`src/rtl/gpio_defines.vh`:
```
// Register map and field constants for the global pin control block
`ifndef GPIO_DEFINES_VH
`define GPIO_DEFINES_VH

`define GPIO_NPINS        30
`define GPIO_AW           4
`define GPIO_ADDR_SEL     4'h0
`define GPIO_ADDR_DIR     4'h1
`define GPIO_ADDR_ODRAIN  4'h2
`define GPIO_ADDR_VALUE   4'h3
`define GPIO_ADDR_READ    4'h4
`define GPIO_RST_SEL      30'h00000000
`define GPIO_RST_DIR      30'h00000000
`define GPIO_RST_ODRAIN   30'h00000000
`define GPIO_RST_VALUE    30'h00000000
`define GPIO_RD_PAD       2'h0

`endif

```
`src/rtl/gpio_global.v`:
```
// Global pin control: registers, pin muxing, input read-back
//
// Design decisions made here: the plain strobed port and the placing of the registers.
`timescale 1ns/10ps
`include "gpio_defines.vh"
module gpio_global (
	input  wire        clk,
	input  wire        rst,
	input  wire [3:0]  addr,
	input  wire [31:0] wdata,
	input  wire        wr,
	input  wire        rd,
	output reg  [31:0] rdata,
	input  wire [29:0] periph_out,
	input  wire [29:0] periph_oe_n,
	input  wire [29:0] pin_in,
	output reg  [29:0] pin_out,
	output reg  [29:0] pin_oe_n,
	output reg  [29:0] periph_in
);
	// Fixed bit map
	// Bit map: 0-7 pulse_out_0a..pulse_out_3b, 8 sync, 9-11 faults 0-2,
	// 12 external_irq_pin, 13 alert, 14 control, 15 data, 16 clock,
	// 17-18 timer_pulse_out_0/1, 19 timer_capture_in, 20-23 serial,
	// 24-27 debug port, 28 converter_trigger_in, 29 fault 3
	reg  [29:0] sel_q;
	reg  [29:0] dir_q;
	reg  [29:0] odrain_q;
	reg  [29:0] value_q;
	wire [29:0] pin_sync;
	wire [29:0] mux_out;
	wire [29:0] mux_oe_n;

	function [31:0] widen;
		input [29:0] v;
		begin
			widen = {`GPIO_RD_PAD, v};
		end
	endfunction

	// Supply, ground, analog pins have no bit
	gpio_sync3 u_sync (
		.clk  (clk),
		.rst  (rst),
		.din  (pin_in),
		.dout (pin_sync)
	);

	gpio_pinmux u_mux (
		.sel         (sel_q),
		.dir         (dir_q),
		.odrain      (odrain_q),
		.value       (value_q),
		.periph_out  (periph_out),
		.periph_oe_n (periph_oe_n),
		.pin_out     (mux_out),
		.pin_oe_n    (mux_oe_n)
	);

	always @(posedge clk) begin
		if (rst) begin
			sel_q    <= `GPIO_RST_SEL;
			dir_q    <= `GPIO_RST_DIR;
			odrain_q <= `GPIO_RST_ODRAIN;
			value_q  <= `GPIO_RST_VALUE;
		end else if (wr) begin
			case (addr)
				`GPIO_ADDR_SEL: begin
					sel_q <= wdata[29:0];
				end
				`GPIO_ADDR_DIR: begin
					dir_q <= wdata[29:0];
				end
				`GPIO_ADDR_ODRAIN: begin
					odrain_q <= wdata[29:0];
				end
				`GPIO_ADDR_VALUE: begin
					value_q <= wdata[29:0];
				end
				default: begin
					sel_q <= sel_q;
				end
			endcase
		end
	end

	// Read data valid only the cycle after the strobe
	always @(posedge clk) begin
		if (rst) begin
			rdata <= 32'h00000000;
		end else if (rd) begin
			case (addr)
				`GPIO_ADDR_SEL:    rdata <= widen(sel_q);
				`GPIO_ADDR_DIR:    rdata <= widen(dir_q);
				`GPIO_ADDR_ODRAIN: rdata <= widen(odrain_q);
				`GPIO_ADDR_VALUE:  rdata <= widen(value_q);
				`GPIO_ADDR_READ:   rdata <= widen(pin_sync);
				default:           rdata <= 32'h00000000;
			endcase
		end else begin
			rdata <= 32'h00000000;
		end
	end

	// Registered pins; one cycle latency accepted for clean outputs
	always @(posedge clk) begin
		if (rst) begin
			pin_out   <= 30'h00000000;
			pin_oe_n  <= 30'h3FFFFFFF;
			periph_in <= 30'h00000000;
		end else begin
			pin_out   <= mux_out;
			pin_oe_n  <= mux_oe_n;
			periph_in <= pin_sync;
		end
	end
endmodule

```
`src/rtl/gpio_pinmux.v`:
```
// Per-pin choice between peripheral and global control
`timescale 1ns/10ps
module gpio_pinmux (
	input  wire [29:0] sel,
	input  wire [29:0] dir,
	input  wire [29:0] odrain,
	input  wire [29:0] value,
	input  wire [29:0] periph_out,
	input  wire [29:0] periph_oe_n,
	output reg  [29:0] pin_out,
	output reg  [29:0] pin_oe_n
);
	integer i;

	always @* begin
		pin_out  = 30'h00000000;
		pin_oe_n = 30'h00000000;
		for (i = 0; i < 30; i = i + 1) begin
			if (!sel[i]) begin
				pin_out[i]  = periph_out[i];
				pin_oe_n[i] = periph_oe_n[i];
			end else if (odrain[i]) begin
				pin_out[i]  = 1'b0;
				pin_oe_n[i] = ~(dir[i] & ~value[i]);
			end else begin
				pin_out[i]  = value[i];
				pin_oe_n[i] = ~dir[i];
			end
		end
	end
endmodule

```
`src/rtl/gpio_sync3.v`:
```
// Three-stage input synchroniser with agreement filter
`timescale 1ns/10ps
module gpio_sync3 (
	input  wire        clk,
	input  wire        rst,
	input  wire [29:0] din,
	output reg  [29:0] dout
);
	reg [29:0] s1_q;
	reg [29:0] s2_q;
	reg [29:0] s3_q;

	// First stage feeds only the second
	always @(posedge clk) begin
		if (rst) begin
			s1_q <= 30'h00000000;
			s2_q <= 30'h00000000;
			s3_q <= 30'h00000000;
			dout <= 30'h00000000;
		end else begin
			s1_q <= din;
			s2_q <= s1_q;
			s3_q <= s2_q;
			dout <= (s2_q & s3_q) | (dout & (s2_q | s3_q));
		end
	end
endmodule

```
`config.mk`:
```
export PLATFORM = sky130hd
export DESIGN_NAME = gpio_global
export DESIGN_NICKNAME = d
export VERILOG_FILES = /design/src/rtl/gpio_global.v /design/src/rtl/gpio_pinmux.v /design/src/rtl/gpio_sync3.v
export VERILOG_INCLUDE_DIRS = /design/src /design/src/rtl
export SDC_FILE = /design/constraint.sdc
export NUM_CORES = 1
export LEC_CHECK = 0
export BUFFER_PORTS_ARGS = -buffer_cell sky130_fd_sc_hd__buf_4
export CORE_MARGIN = 3
export CORE_UTILIZATION = 40
export DETAILED_ROUTE_END_ITERATION = 8
export GPL_TIMING_DRIVEN = 0
export PLACE_DENSITY_LB_ADDON = 0.15
export SYNTH_ARGS = -nofsm -noshare
export SYNTH_HDL_FRONTEND = slang
export SYNTH_SLANG_ARGS = --single-unit
```
`constraint.sdc`:
```
create_clock -name clk -period 2.8 [get_ports clk]
set_clock_uncertainty 0.1 [all_clocks]
set_input_delay 0.56 -clock clk [delete_from_list [all_inputs] [get_ports clk]]
set_output_delay 0.56 -clock clk [all_outputs]
set_load 0.03 [all_outputs]
```
# Word-level counts from Yosys, hierarchy flattened
# Cells that the tools add are included.
# word_totals
register_bits,362
input_bits,130
out_inout_bits,122
# op_classes
n_eq_ne,4
mux,121
bitwise,125
reduce_logical,6
# ops
cell,n
30-bit case mux with 5 select lines,1
1-bit two-way mux,120
1-bit inverter,91
30-bit AND,2
30-bit bitwise OR,2
1-bit AND,30
4-bit by 2-bit == test with 1-bit output (second input constant),2
2-bit AND reduction,4
4-bit by 1-bit == test with 1-bit output (second input constant),1
4-bit by 3-bit == test with 1-bit output (second input constant),1
4-bit zero test,1
2-bit OR reduction,1

# Logic depth before layout (Yosys ltp)
# depth
word_depth,5
depth_mapped,7

# Hierarchy
# From an unflattened synthesis, not the netlist that was laid out.
# unflattened
cells_unflattened,1409
area_unflattened_um2,13513.0
# by_module_without_submodules
module,instances,cells_per_inst,area_per_inst_um2,seq_area_each_um2
gpio_global,1,916,9176.3,4804.6
gpio_sync3,1,313,3445.8,2402.3
gpio_pinmux,1,180,890.9,0.0

# Worst setup path before layout
# No wires, ideal clock.
# synth_path
path_kind,input-to-reg
from,in addr[0]
to,reg sel_q[21]
setup_ns,0.132
t_arrival_ns,1.557
t_required_ns,2.568
path_slack_ns,1.011
cell_stages,6
path_cell_list,buf_6 > or3_1 > clkbuf_2 > clkbuf_2 > o21ai_0 > a21oi_1
# synth_between
elab_chain_len,2
# synth_rtl
element,line,rtl
from (decl),gpio_global.v:9,"input wire [3:0] addr,"
4-bit zero test,gpio_global.v:67,case (addr)
2-bit AND reduction (no line),n/a,
to (signal assigned),gpio_global.v:62,sel_q <= `GPIO_RST_SEL;
to (signal assigned),gpio_global.v:69,sel_q <= wdata[29:0];
to (signal assigned),gpio_global.v:81,sel_q <= sel_q;
to (decl),gpio_global.v:26,reg [29:0] sel_q;
# No other way between the ends.
# A chain may end at the register's enable or synchronous reset.

# Final worst setup path
# layout_path
from,in addr[2]
to,reg rdata[0]
# layout_between
elab_chain_len,2
elab_cells_between_ends,6
# layout_rtl
element,line,rtl
4-bit by 3-bit == test with 1-bit output (tied with other cells),n/a,
30-bit case mux with 5 select lines *,gpio_global.v:92,case (addr)
to (signal assigned),gpio_global.v:93,`GPIO_ADDR_SEL: rdata <= widen(sel_q);
to (signal assigned),gpio_global.v:94,`GPIO_ADDR_DIR: rdata <= widen(dir_q);
to (signal assigned),gpio_global.v:95,`GPIO_ADDR_ODRAIN: rdata <= widen(odrain_q);
to (decl),gpio_global.v:13,"output reg [31:0] rdata,"
# Mark *: on every way between the ends. The rest lies on a longest branch, timed or not.

==> impl_metrics.ini <==
[die]
coreArea_um2 = 32600
io_pins = 252
dieHeight_um = 188
dieArea_um2 = 35400
start_util_pct = 40.7
die_w_um = 188
rows = 66

[synth]
synthArstFlopShare_pct = 0
synth_edf_count = 0
synth-seq-cells = 360
syn_avg_cell_area_um2 = 9.41
ys.flop_type = dfxtp_1
synth_cell_types = 35
ys_warn_count = 0
ys_seq_area_share_pct = 54.3
synth.cell_area_um2 = 13300
netlist_instances = 1412

[timing]
relSlewSlack_pct = 31.0
rsz0062_at_grt = no
hold_violations = 0
fmax_mhz = 508
fin_crit_sh_pct = 70.3
finalCriticalPeriod_ns = 1.97
finalSetupViolations = 0
fin_setup_tns_ns = 0
drv_slew = 0
fin_ws_ns = 0.831
worst_pin_slew_ns = 1.03

[power_and_ir_drop]
p_per_area_nw_per_um2 = 661
leakagePower_nw = 6.51
ir_drop_mv = 0.412

[worst_setup_path]
required_ns = 3.11
critPathKind = input pin to flop
cpMostUsedCell = buf_4
critPathCaptureType = flop
cp_data_arrival_time_ns = 2.28
r2r_slack_ns = 1.44
slowest_stage = clkbuf_1
max_stage_delay_ns = 0.66
critPathBufInv = 4
cp_cell_sequence = buf_4 > buf_4 > nor3b_2 > buf_4 > clkbuf_1 > a222oi_1 > nor2_1
startpoint_type = input pin
path_delay_family = buffers and inverters
crit_fanout = 10

[global_route]
use_met3_pct = 5.23
grt_util_met1_pct = 33.0
grt_pass1_wl_um = 67000
grtUsageTotal_pct = 24.3
grt_max_degree = 14
grt_pass1_vias = 11346
overflow = 0
use_met2_pct = 38.8
antenna_found_initial = 2
grt.busiest_layer = met2

[clock_tree]
clock_sinks = 360
cts_resized = 0
cts_tree = built
path_clk_slew_ns = 0.06
htreeDepth = 2
cts_buffers = 39
cts_setup_buffers = 0
clk-insertion-delay-late_ns = 0.52
root_buffer = clkbuf_16
cts_buffer_depth = 3
postCtsHoldBufs = 0

[drt]
drc = 0
wirelength_um = 44500
first_pass_iters = 6
dr_total_vias = 11581
first_iter_violations = 1143
postRouteAntennaNets = 0
vias_per_cell = 5.34
wl_per_cell_um = 20.5

[finish]
nFillCells = 3044
final_nets = 1828
area_growth_pct = 27.4
layout-drive-gt1-share_pct = 26.0
seqCellArea_um2 = 7210
multiInputGateArea_um2 = 5490

[place]
post-dp-hpwl_um = 31500
preCtsSetupSlack_ns = 0.396
place.gp.congestion = 0.915
portBuffers = 244

[hold_path]
hold_class = input pin to flop

[flow_run]
timing.max_cap.violations = 0

[status]
status = complete, no violations
-- worst reg2reg max path: stages, from the launching register on --
cell      delay (ns)
dfxtp_1         0.36
mux2_2          0.28
a222oi_1        0.33
nor2_1          0.14
-- per-stage QoR --
stage	cell area [um^2]	hold WS, ns	utilization, %	total power, mW	cells
after floorplan	13300	0.314	-	5.86	1413
after global placement	15700	0.320	48.0	6.29	2099
after detailed placement	15700	0.322	48.0	6.29	2099
after CTS	16900	0.139	51.9	11.2	2167
after global routing	16900	0.138	51.9	11.5	2169
final	16900	0.149	51.9	11.2	2169
-- cell usage after synthesis, drive strengths merged, types with 2 or more instances --
cell type  instances  area share [%]
nand3b            30             1.7
nor3               2            0.11
mux2i              2            0.15
a31oi             30             1.4
dfxtp            360              54
nor4b              2            0.36
a22oi             14            0.79
buf               53             2.7
mux2              51             4.4
a222oi            15             1.1
and3b             14            0.92
nor2b            121             5.7
nand2             69             2.0
nor2              47             1.3
a21oi            195             7.3
o21ai            158             6.0
nand3            121             4.6
nand2b            30             1.4
clkbuf            60             1.8
or2               30             1.4
-- metal layers --
metal / vias to the layer above / part of all wire (%)
met5: - / 0
li1: 5489 / -
met1: 5443 / 42
met4: 0 / 2.9
met2: 556 / 45
met3: 93 / 9.7
-- final cells by class --
type | instances | area share, %
well taps | 442 | 3.27
flip-flops and latches | 360 | 42.6
diodes | 2 | 0.0296
repair buffers | 244 | 10.8
multi-input cells | 940 | 32.4
clock inverters | 5 | 0.163
clock buffers | 63 | 7.20
plain buffers | 113 | 3.48
-- worst paths after layout --
path,start,to,depth (start not counted)
setup / recovery,addr[2],rdata[0]$_SDFF_PP0_,7
hold / removal,pin_in[8],u_sync.s1_q[8]$_SDFF_PP0_,2
setup reg to reg,sel_q[0]$_SDFFE_PP0P_,rdata[0]$_SDFF_PP0_,3
hold reg to reg,u_sync.s1_q[18]$_SDFF_PP0_,u_sync.s2_q[18]$_SDFF_PP0_,1
-- sequential cells by signal, summed over array words and instances (netlist names) --
name / count
u_sync.s1_q: 30
pin_out: 30
u_sync.s3_q: 30
pin_oe_n: 30
value_q: 30
odrain_q: 30
periph_in: 30
u_sync.s2_q: 30
u_sync.dout: 30
sel_q: 30
rdata: 30
dir_q: 30
-- power by group --
group | total [mW] | leakage [nW] | switching [mW] | internal, mW
logic | 0.885 | 2.96 | 0.546 | 0.339
registers | 5.31 | 2.93 | 0.0602 | 5.25
clock network | 4.98 | 0.613 | 2.02 | 2.96
-- cells by family after synthesis --
kind of cell	Yosys count	synth area share (%)
other	1	0.0282
and+or+nand+nor	472	20.0
muxes	53	4.59
DFF	360	54.3
buffers and inverters	113	4.43
AOI/OAI and AO/OA	413	16.7
-- cell usage in the layout (no fill, tap or decap), types with 14 or more instances in the layout --
| master | Yosys | routed |
|---|---|---|
| dfxtp_1 | 360 | 360 |
| buf_4 | 8 | 252 |
| a21oi_1 | 195 | 195 |
| nand3_1 | 121 | 121 |
| nor2b_1 | 121 | 121 |
| o21ai_0 | 114 | 114 |
| nand2_1 | 68 | 68 |
| clkbuf_1 | 53 | 64 |
| nor2_1 | 47 | 47 |
| mux2_2 | 47 | 47 |
| o21ai_1 | 44 | 44 |
| clkbuf_16 | 0 | 41 |
| buf_2 | 34 | 34 |
| nand2b_1 | 30 | 30 |
| nand3b_1 | 30 | 30 |
| a31oi_1 | 30 | 30 |
| or2_2 | 30 | 30 |
| a222oi_1 | 15 | 15 |
| a22oi_1 | 14 | 14 |
| and3b_1 | 14 | 14 |
No activity file was read; power rests on OpenSTA's default activity.
